**src/inc/dies_pkg.sv**
```systemverilog
/*
  Package for the double image exposure sequencer: timing modes, states,
  timing constants at 25 MHz.
  Assumes a single 25 MHz clock.
*/
package dies_pkg;
  localparam int unsigned CLK_HZ           = 25000000;
  // shutter travel time, milliseconds
  localparam int unsigned SHUTTER_MS       = 8;
  localparam int unsigned SHUTTER_CYC      = (SHUTTER_MS * (CLK_HZ / 1000));
  // least exposure, microseconds
  localparam int unsigned EXP_MIN_US       = 1;
  localparam int unsigned EXP_MIN_CYC      = (EXP_MIN_US * (CLK_HZ / 1000000));
  // longest exposure 14.3 minutes, kept in tenths of a second to stay integral
  localparam longint unsigned EXP_MAX_DS   = 8580;
  localparam longint unsigned EXP_MAX_CYC  = (EXP_MAX_DS * (CLK_HZ / 10));
  localparam int unsigned EXP_W            = 35;
  // ready low window in single-shot mode, nanoseconds
  localparam int unsigned READY_LOW_NS     = 400;
  localparam int unsigned CLK_NS           = 40;
  localparam int unsigned READY_LOW_CYC    = ((READY_LOW_NS + CLK_NS - 1) / CLK_NS);
  // one sensor clean cycle, cycles
  localparam int unsigned CLEAN_CYC        = 16;
  localparam int unsigned CNT_W            = 35;
  localparam logic [1:0]  MODE_SINGLE      = 2'h0;
  localparam logic [1:0]  MODE_INTERNAL    = 2'h1;
  localparam logic [1:0]  MODE_EXTERNAL    = 2'h2;
  localparam logic [1:0]  MODE_GAPPED      = 2'h3;

  typedef enum logic [10:0] {
    S_IDLE     = 11'h001,
    S_OPEN     = 11'h002,
    S_CLEAN    = 11'h004,
    S_ARMED    = 11'h008,
    S_EXP1     = 11'h010,
    S_PARK     = 11'h020,
    S_EXP2     = 11'h040,
    S_CLOSE    = 11'h080,
    S_READ1    = 11'h100,
    S_READ2    = 11'h200,
    S_GAP      = 11'h400
  } dies_state_t;

  typedef struct packed {
    dies_state_t       st;
    logic [CNT_W-1:0]  cnt;
    logic              trig_q;
    logic              armed2;
    logic              ready_n;
    logic              shutter;
    logic              clean;
    logic              integrate;
    logic              park;
    logic              readout;
    logic              frame;
    logic              busy;
  } dies_regs_t;
endpackage : dies_pkg

```
**src/dies_top.sv**
```systemverilog
/*
  Exposure and shutter sequencer for a dual-image interline camera.
  Assumes synchronous trigger input, a readout engine that acknowledges
  each frame with a done pulse, and a 25 MHz clock.
*/
`timescale 1ns/10ps
// Functional notes
// single-shot: one image, programmed exposure, 14.3 min max
// exposure waits for shutter fully open
// allow 8 ms shutter open and close
// readout waits for shutter fully closed
// ready low only after open and cleans
// ready rises exactly when first exposure starts
// single-shot ready low lasts 400 to 600 ns
// shutter hold-open option skips shutter waits
// internal pair: ready low until trigger edge
// clean continuously while waiting for trigger
// triggers before ready low are ignored
// first exposure then park image in storage
// internal pair: second exposure, then close shutter
// read first image before second
// external pair: trigger width sets first exposure
// gapped pair: two triggers, equal exposures
// four selectable timing modes
// capture only on first trigger after ready
// ready loopback only valid in internal mode
// ready high during exposure, shutter, readout, init
module dies_top
  import dies_pkg::*;
(
  input  wire logic                      I_CLOCK,
  input  wire logic                      I_RST_N,
  input  wire logic                      I_START,
  input  wire logic [1:0]                I_MODE,
  input  wire logic                      I_SHUTTER_HOLD_OPEN,
  input  wire logic [dies_pkg::EXP_W-1:0] I_EXPOSURE_CYC,
  input  wire logic                      I_TRIGGER,
  input  wire logic                      I_READOUT_DONE,
  output logic                           O_READY_N,
  output logic                           O_SHUTTER_OPEN,
  output logic                           O_CLEAN,
  output logic                           O_INTEGRATE,
  output logic                           O_PARK,
  output logic                           O_READOUT,
  output logic                           O_FRAME,
  output logic                           O_BUSY
);
  import dies_pkg::*;

  dies_regs_t q, d;
  logic [EXP_W-1:0] exp_cyc;
  logic             trig_rise;
  logic             trig_fall;

  // mode decoding is shared by several states
  function automatic logic is_single(input logic [1:0] m);
    return (m == MODE_SINGLE);
  endfunction : is_single

  function automatic logic is_pair(input logic [1:0] m);
    return (m != MODE_SINGLE);
  endfunction : is_pair

  function automatic logic is_external(input logic [1:0] m);
    return (m == MODE_EXTERNAL);
  endfunction : is_external

  function automatic logic is_gapped(input logic [1:0] m);
    return (m == MODE_GAPPED);
  endfunction : is_gapped

  // edges are taken against the registered copy of the trigger, which is
  // refreshed every cycle, so a level held across ready falling gives no edge
  function automatic logic rise_of(input logic now_v, input logic last_v);
    return now_v & ~last_v;
  endfunction : rise_of

  function automatic logic fall_of(input logic now_v, input logic last_v);
    return ~now_v & last_v;
  endfunction : fall_of

  // the counter reaches zero on the last exposure cycle, so load one less
  function automatic logic [CNT_W-1:0] exposure_load(input logic [EXP_W-1:0] e);
    logic [CNT_W-1:0] r;
    r = CNT_W'(e) - CNT_W'(1);
    return r;
  endfunction : exposure_load

  // a shutter held open never travels, so no close wait is counted
  function automatic logic [CNT_W-1:0] close_load(input logic hold);
    logic [CNT_W-1:0] r;
    r = CNT_W'(SHUTTER_CYC);
    if (hold) begin
      r = '0;
    end
    return r;
  endfunction : close_load

  // out-of-range programming is clamped rather than refused, so a bad value
  // still gives a bounded acquisition
  function automatic logic [EXP_W-1:0] clamp_exposure(input logic [EXP_W-1:0] e);
    logic [EXP_W-1:0] r;
    r = e;
    if (e < EXP_W'(EXP_MIN_CYC)) begin
      r = EXP_W'(EXP_MIN_CYC);
    end else if (e > EXP_W'(EXP_MAX_CYC)) begin
      r = EXP_W'(EXP_MAX_CYC);
    end
    return r;
  endfunction : clamp_exposure

  assign exp_cyc   = clamp_exposure(I_EXPOSURE_CYC);
  assign trig_rise = rise_of(I_TRIGGER, q.trig_q);
  assign trig_fall = fall_of(I_TRIGGER, q.trig_q);

  // next state starts as a copy of the held state; each state changes only
  // the fields it owns, so every output keeps its level between states
  always_comb begin
    d        = q;
    d.trig_q = I_TRIGGER;
    // the counter stops at zero so any state may test it on any cycle
    if (q.cnt == '0) begin
      d.cnt = '0;
    end else begin
      d.cnt = q.cnt - CNT_W'(1);
    end
    case (q.st)
      S_IDLE: begin
        d.ready_n   = 1'b1;
        d.integrate = 1'b0;
        d.readout   = 1'b0;
        d.busy      = 1'b0;
        d.shutter   = I_SHUTTER_HOLD_OPEN;

        // start is looked at only here, so a start while busy is refused
        if (I_START) begin
          d.busy    = 1'b1;
          d.armed2  = 1'b0;
          d.shutter = 1'b1;
          if (I_SHUTTER_HOLD_OPEN) begin
            // no shutter travel to wait for
            d.st  = S_CLEAN;
            d.cnt = CNT_W'(CLEAN_CYC);
          end else begin
            d.st  = S_OPEN;
            d.cnt = CNT_W'(SHUTTER_CYC);
          end
        end
      end

      S_OPEN: begin
        // the shutter drive rose on the start edge; wait out its full travel
        if (q.cnt == '0) begin
          d.st    = S_CLEAN;
          d.cnt   = CNT_W'(CLEAN_CYC);
          d.clean = 1'b1;
        end
      end

      S_CLEAN: begin
        // a whole clean cycle runs before ready may fall
        d.clean = 1'b1;
        if (q.cnt == '0) begin
          d.st      = S_ARMED;
          d.ready_n = 1'b0;
          if (is_single(I_MODE)) begin
            // single shot holds ready low for a fixed window, not for a trigger
            d.cnt = CNT_W'(READY_LOW_CYC);
          end else begin
            d.cnt = CNT_W'(CLEAN_CYC);
          end
        end
      end

      S_ARMED: begin
        d.clean = 1'b1;
        if (q.cnt == '0 && is_pair(I_MODE)) begin
          // restart the clean cycle so cleaning runs until the trigger
          d.cnt = CNT_W'(CLEAN_CYC);
        end

        // the edge detector saw the trigger before ready fell, so a held-high
        // trigger gives no edge here and is ignored
        if ((is_single(I_MODE) && q.cnt == '0) ||
            (is_pair(I_MODE) && trig_rise)) begin
          d.ready_n   = 1'b1;
          d.clean     = 1'b0;
          d.integrate = 1'b1;
          d.st        = S_EXP1;
          d.cnt       = exposure_load(exp_cyc);
        end
      end

      S_EXP1: begin
        // external pair ends the first image on the trigger's falling edge
        if ((is_external(I_MODE) && trig_fall) ||
            (!is_external(I_MODE) && q.cnt == '0)) begin
          if (is_single(I_MODE)) begin
            // single shot has no second image; close straight away
            d.integrate = 1'b0;
            d.st        = S_CLOSE;
            d.cnt       = close_load(I_SHUTTER_HOLD_OPEN);
            d.shutter   = I_SHUTTER_HOLD_OPEN;
          end else begin
            d.park = 1'b1;
            d.st   = S_PARK;
          end
        end
      end

      S_PARK: begin
        d.park = 1'b0;
        if (is_gapped(I_MODE) && !q.armed2) begin
          // photodiodes are dumped between images, so nothing integrates in the gap
          d.integrate = 1'b0;
          d.armed2    = 1'b1;
          d.ready_n   = 1'b0;
          d.st        = S_GAP;
        end else begin
          // the other pairs go straight on to the second image
          d.st  = S_EXP2;
          d.cnt = exposure_load(exp_cyc);
        end
      end

      S_GAP: begin
        // a trigger still high from the first image gives no edge here
        if (trig_rise) begin
          d.ready_n   = 1'b1;
          d.integrate = 1'b1;
          d.st        = S_EXP2;
          d.cnt       = exposure_load(exp_cyc);
        end
      end

      S_EXP2: begin
        // the second exposure lasts the programmed time, as the first does in internal and gapped pair
        if (q.cnt == '0) begin
          d.st      = S_CLOSE;
          d.shutter = I_SHUTTER_HOLD_OPEN;
          d.cnt     = close_load(I_SHUTTER_HOLD_OPEN);
        end
      end

      S_CLOSE: begin
        // second image keeps integrating until the shutter is shut
        if (q.cnt == '0) begin
          d.integrate = 1'b0;
          d.readout   = 1'b1;
          d.frame     = 1'b0;
          d.st        = S_READ1;
        end
      end

      S_READ1: begin
        // the parked first image leaves the sensor first
        if (I_READOUT_DONE) begin
          if (is_single(I_MODE)) begin
            d.readout = 1'b0;
            d.st      = S_IDLE;
          end else begin
            d.frame = 1'b1;
            d.st    = S_READ2;
          end
        end
      end

      S_READ2: begin
        // busy drops on the idle cycle that follows
        if (I_READOUT_DONE) begin
          d.readout = 1'b0;
          d.frame   = 1'b0;
          d.st      = S_IDLE;
        end
      end

      default: begin
        // an illegal code falls back to idle with ready high
        d         = '0;
        d.st      = S_IDLE;
        d.ready_n = 1'b1;
      end
    endcase
  end

  always_ff @(posedge I_CLOCK or negedge I_RST_N) begin
    if (!I_RST_N) begin
      q         <= '0;
      q.st      <= S_IDLE;
      q.ready_n <= 1'b1;
    end else begin
      q <= d;
    end
  end

  assign O_READY_N      = q.ready_n;
  assign O_SHUTTER_OPEN = q.shutter;
  assign O_CLEAN        = q.clean;
  assign O_INTEGRATE    = q.integrate;
  assign O_PARK         = q.park;
  assign O_READOUT      = q.readout;
  assign O_FRAME        = q.frame;
  assign O_BUSY         = q.busy;
endmodule : dies_top

```
**config.mk**
```make
export PLATFORM = sky130hd
export DESIGN_NAME = dies_top
export DESIGN_NICKNAME = d
export VERILOG_FILES = /design/src/inc/dies_pkg.sv /design/src/dies_top.sv
export SDC_FILE = /design/constraint.sdc
export NUM_CORES = 1
export LEC_CHECK = 0
export ABC_AREA = 1
export BUFFER_PORTS_ARGS = -buffer_cell sky130_fd_sc_hd__buf_2
export CAP_MARGIN = 20
export CORE_MARGIN = 3
export CORE_UTILIZATION = 60
export CTS_BUF_LIST = sky130_fd_sc_hd__clkbuf_4
export DETAILED_ROUTE_END_ITERATION = 8
export PLACE_DENSITY = 0.76
export SLEW_MARGIN = 20
export SYNTH_ARGS = -nofsm -noshare
export SYNTH_HDL_FRONTEND = slang
export SYNTH_SLANG_ARGS = --single-unit
```
**constraint.sdc**
```tcl
create_clock -name I_CLOCK -period 3.13 [get_ports I_CLOCK]
set_input_delay 0.313 -clock I_CLOCK [delete_from_list [all_inputs] [get_ports I_CLOCK]]
set_output_delay 0.313 -clock I_CLOCK [all_outputs]
set_load 0.01 [all_outputs]
```
# Word-level counts from Yosys, hierarchy flattened
# Index checks and enable logic that the tools add are counted.
dict set report totals {
  register_bits 56
  in_bits 43
  wordCells 142
}
dict set report classes {
  add_sub_neg 2
  magnitude_cmp 2
  n_eq_ne 28
  muxes 53
  n_bitwise 12
  n_reduce_logical 33
}
# cell count
set op_table {}
lappend op_table {{$mux 46} 7}
lappend op_table {{$pmux 35 s9} 1}
lappend op_table {{$mux 35} 6}
lappend op_table {{$pmux 11 s11} 1}
lappend op_table {{$sub 35x1->35 const B} 2}
lappend op_table {{$mux 11} 4}
lappend op_table {{$mux 38} 1}
lappend op_table {{$gt 35x35->1 const B} 1}
lappend op_table {{$logic_not 35->1} 1}
lappend op_table {{$lt 35x5->1 const B} 1}
lappend op_table {{$ne 2x2->1 const B} 15}
lappend op_table {{$reduce_or 8->1} 3}
lappend op_table {{$mux 18} 1}
lappend op_table {{$reduce_or 9->1} 2}
lappend op_table {{$pmux 1 s4} 4}
lappend op_table {{$reduce_and 5->1} 3}
lappend op_table {{$mux 1} 14}
lappend op_table {{$mux 2} 6}
lappend op_table {{$eq 11x1->1 const B} 1}
lappend op_table {{$eq 11x10->1 const B} 1}
lappend op_table {{$eq 11x11->1 const B} 1}
lappend op_table {{$eq 11x2->1 const B} 1}
lappend op_table {{$eq 11x3->1 const B} 1}
lappend op_table {{$eq 11x4->1 const B} 1}
lappend op_table {{31 further kinds} 51}

# Logic depth before layout (Yosys ltp)
dict set report depth {
  word_depth 6
  ltp_mapped 21
}

# Worst setup path after synthesis
# Ideal clock, no wire load.
dict set report synth_path {
  kind {input port to flip-flop}
  startpoint {input I_EXPOSURE_CYC[24] (netlist name)}
  endpoint {register q[28] (netlist name)}
  setup_ps 120
  arrival_ps 2210
  required_ps 3010
  slack_ps 800
  path_stages 20
  n_path_buf 0
  cell_sequence {inv_2 nand2_1 nor2_2 nand3_1 nor2_1 nand2_1 nand2_2 nand2_4 nand2_1 nand2_1 inv_2 ha_1 nand2_1 nor2_4 nand2_2 nor2_4 nand2_2 or2_0 nand3_1 nand2_1}
}
# element line_no
set synth_lines {}
lappend synth_lines {{start: declaration} dies_top.sv:36} ;# input wire logic [dies_pkg::EXP_W-1:0] I_EXPOSURE_CYC,
lappend synth_lines {{end: declaration} dies_top.sv:50} ;# dies_regs_t q, d;

==> impl_metrics.json <==
{
  "hold_class": "in2reg",
  "leakagePower_nw": 3.26,
  "r2r-start": "q[10]$_DFF_PN0_",
  "grt_max_degree": 39,
  "numClockSinks": 56,
  "worstReg2RegEnd": "q[27]$_DFF_PN0_",
  "htree_num_levels": 2,
  "pin_count": 51,
  "drcViolationCount": 0,
  "endpoint": "q[27]$_DFF_PN0_",
  "maxCapViolCount": 0,
  "skew_ns": 0.0152,
  "overflow": 0,
  "synthArstFlopShare_pct": 100,
  "clk_pin_slew_ns": 0.17,
  "grtUsageTotal_pct": 35.0,
  "multi_input_area_um2": 3770,
  "dr.first_iter.drc_count": 541,
  "rr_worst_depth": 15,
  "grt_pass1_vias": 6344,
  "setup_viol": 0,
  "ys.flop_type": "dfrtp_1",
  "path_max_fanout": 8,
  "cp_data_arrival_time_ns": 3.16,
  "cpMaxStageDelayCell": "dfrtp_1",
  "critPathKind": "reg2reg",
  "grt_pass1_wl_mm": 31.1,
  "syn_nets": 977,
  "drv_slew": 0,
  "fin_hold_ws_ns": 0.120,
  "power-per-cell-area_nw_per_um2": 715,
  "avgViaCountPerCell": 5.83,
  "path_common_cell": "nand2_1",
  "area_growth_pct": 8.96,
  "placed_area_um2": 6250,
  "port_buffers": 50,
  "cts-root-buf": "clkbuf_4",
  "numCtsBuffers": 5,
  "ys_seq_elements": 56,
  "synthDistinctLibCells": 47,
  "final-seq-area_um2": 1400,
  "syn_inst": 932,
  "end_kind": "register",
  "tightestPinTransition_ns": 0.588,
  "drt_pre_antenna_iters": 6,
  "drt-wirelength-per-cell_um": 16.8,
  "crit_path_start": "q[10]$_DFF_PN0_",
  "crit_cells": 15,
  "row_count": 35,
  "avgSynthCellArea_um2": 6.25,
  "cts_tree": "yes",
  "yosys_warnings": 0,
  "start_util_pct": 62.4,
  "finalHoldViolations": 0,
  "antenna_left": 0,
  "worstSkewPairLatency_ns": 0.41,
  "synth_top_area_share_pct": 23.2,
  "drive_gt1_share_pct": 19.1,
  "die_w_um": 105,
  "max_stage_delay_ns": 0.42,
  "clk_path_buf_depth": 2,
  "gp_congestion": 1.02,
  "min_period_ns": 2.86,
  "antenna_found_initial": 0,
  "drt-total-wl_mm": 18.9,
  "synth-edff-count": 0,
  "ir_drop_mv": 0.370,
  "num_antenna_cells": 0,
  "path_buf_inv": 1,
  "totalPowerFinal_mw": 4.54,
  "r2r_slack_ns": 0.27,
  "nFillCells": 880,
  "status": "finished clean",
  "die_area_um2": 10900,
  "fin_nets": 1039,
  "synth_top_cells_by_area": "dfrtp_1, nand2_1, nor2_1",
  "core_area_um2": 9330,
  "dp_hpwl_mm": 15.8,
  "fp.dieH_um": 105,
  "fin_crit_sh_pct": 91.3,
  "synth-seq-area-share_pct": 24.1,
  "crit_required_ns": 3.43,
  "startpoint_type": "register",
  "cp_top_family": "simple AND/OR/NAND/NOR gates",
  "cp_cell_sequence": "inv_1, ha_1, nand2_1, nor2_2, nand3b_1, nor2_1, nand4_1, nor2_1, nand2_1, nor2_2, nand4_2, nand2_1, nand2_1, a21oi_1, nand3_1",
  "synth_top_cell_by_area": "dfrtp_1",
  "netlist_area_um2": 5820,
  "post-route-cell-area_um2": 6350,
  "vias": 6552,
  "max_freq_mhz": 350,
  "slew_headroom_pct": 60.5
}
sequential cells by signal, indices dropped and copies added (netlist names):
register / flops
O_READY_N: 1
O_INTEGRATE: 1
O_SHUTTER_OPEN: 1
O_BUSY: 1
O_CLEAN: 1
O_READOUT: 1
O_FRAME: 1
O_PARK: 1
q: 48
layout by cell type, fill, tap and decap left out, types with 2 or more instances in the layout:
| cell | synthesis | final |
|---|---|---|
| or2_2 | 2 | 2 |
| nand4_1 | 30 | 30 |
| nand3_4 | 3 | 3 |
| inv_1 | 125 | 124 |
| dfstp_2 | 2 | 2 |
| nand3_1 | 93 | 93 |
| nand3b_1 | 10 | 10 |
| nand2_1 | 209 | 208 |
| o21ai_1 | 13 | 13 |
| xor2_1 | 28 | 28 |
| nand2_4 | 4 | 4 |
| nor4_1 | 10 | 10 |
| o21bai_1 | 2 | 2 |
| o21ai_0 | 21 | 21 |
| o21ai_2 | 4 | 4 |
| inv_2 | 20 | 20 |
| clkinvlp_4 | 0 | 3 |
| o211ai_1 | 5 | 5 |
| nor2_2 | 34 | 34 |
| nor3_2 | 8 | 8 |
| o22ai_1 | 9 | 9 |
| or2_0 | 2 | 2 |
| ha_1 | 2 | 2 |
| xnor2_1 | 10 | 10 |
| nand2_2 | 17 | 18 |
| a21oi_1 | 13 | 13 |
| nand3_2 | 8 | 8 |
| nor3_1 | 27 | 27 |
| o31ai_1 | 2 | 2 |
| nor2_1 | 131 | 131 |
| dfrtp_1 | 54 | 54 |
| nor2_4 | 8 | 8 |
| o221ai_1 | 2 | 2 |
| buf_2 | 6 | 50 |
| buf_4 | 0 | 14 |
| clkbuf_4 | 0 | 5 |
| a31oi_1 | 2 | 2 |
through the flow:
| step | std cells | setup TNS, ns | util (%) | setup WS (ns) |
|---|---|---|---|---|
| final | 1124 | 0 | 68.0 | 0.272 |
| after global routing | 1124 | -0.00406 | 68.0 | -0.00406 |
| after CTS | 1122 | 0 | 67.8 | 0.276 |
| after detailed placement | 1113 | 0 | 67.0 | 0.198 |
| after global placement | 1113 | 0 | 67.0 | 0.252 |
| after floorplan | 932 | 0 | - | 0.800 |
worst register-to-register path, stage by stage (launching register included):
cell      delay [ns]
dfrtp_1         0.42
inv_1           0.08
ha_1            0.21
nand2_1         0.09
nor2_2          0.18
nand3b_1        0.15
nor2_1          0.14
nand4_1         0.20
nor2_1          0.21
nand2_1         0.10
nor2_2          0.16
nand4_2         0.26
nand2_1         0.17
nand2_1         0.14
a21oi_1         0.17
nand3_1         0.10
where the power goes:
group | internal, mW | switching (mW) | total, mW
sequential | 0.954 | 0.196 | 1.15
clock | 0.0931 | 0.259 | 0.352
combinational | 1.02 | 2.02 | 3.04
total | 2.07 | 2.47 | 4.54
cells in the mapped netlist, types with 2 or more instances:
cell type / instances
nand2_4: 4
nor2_2: 34
nand3b_1: 10
o31ai_1: 2
nand2_1: 209
o21bai_1: 2
nor4_1: 10
a31oi_1: 2
nor2_1: 131
buf_2: 6
nand3_4: 3
inv_1: 125
or2_2: 2
a21oi_1: 13
nand4_1: 30
inv_2: 20
o211ai_1: 5
nand2_2: 17
ha_1: 2
nor3_1: 27
xor2_1: 28
o221ai_1: 2
nand3_2: 8
nor3_2: 8
dfstp_2: 2
or2_0: 2
o22ai_1: 9
o21ai_1: 13
dfrtp_1: 54
buf_6: 4
xnor2_1: 10
o21ai_2: 4
nor2_4: 8
o21ai_0: 21
nand3_1: 93
per-layer routing:
| layer | track usage [%] | up-vias | wire (um) |
|---|---|---|---|
| met5 | 0 | - | 0 |
| li1 | - | 3132 | - |
| met3 | 5.52 | 69 | 1740 |
| met1 | 44.0 | 2984 | 7310 |
| met4 | 14.3 | 0 | 854 |
| met2 | 59.7 | 367 | 8990 |
repair_timing:
action                     4_1_cts  5_1_grt
buffers inserted                 0        2
setup endpoints to repair        0        5
resized for setup                0        2
hold buffers                     1        0
hold endpoints to repair        17        0
layout make-up:
cell class / instances / area share, %
inverters: 147 / 8.79
clock buffers: 5 / 0.591
repair buffers: 66 / 6.07
flip-flops and latches: 56 / 22.1
clock inverters: 3 / 0.414
multi-input cells: 718 / 59.5
well taps: 129 / 2.54
worst min path at each step:
stage,cells after the start,endpoint,slack [ns],startpoint
after floorplan,0,O_BUSY$_DFFE_PN0N_,0.02,I_RST_N
after global placement,1,q[46]$_DFFE_PN0P_,0.26,I_RST_N
after detailed placement,1,q[46]$_DFFE_PN0P_,0.27,I_RST_N
after CTS,3,q[9]$_DFF_PN0_,0.12,I_TRIGGER
after global routing,3,q[9]$_DFF_PN0_,0.16,I_TRIGGER
final,3,q[9]$_DFF_PN0_,0.12,I_TRIGGER
cells by family (layout without fill, tap and decap cells):
kind of cell	Yosys count	in the layout	synth area share (%)
multiplexers	1	1	0.193
XOR/XNOR	38	38	5.71
AND/OR/NAND/NOR	599	599	50.2
adder cells (fa/ha/maj)	2	2	0.430
AO/OA/AOI/OAI	78	78	8.18
flip-flops	56	56	24.1
buffers and inverters	158	221	11.1
(Power assumes the default switching activity.)
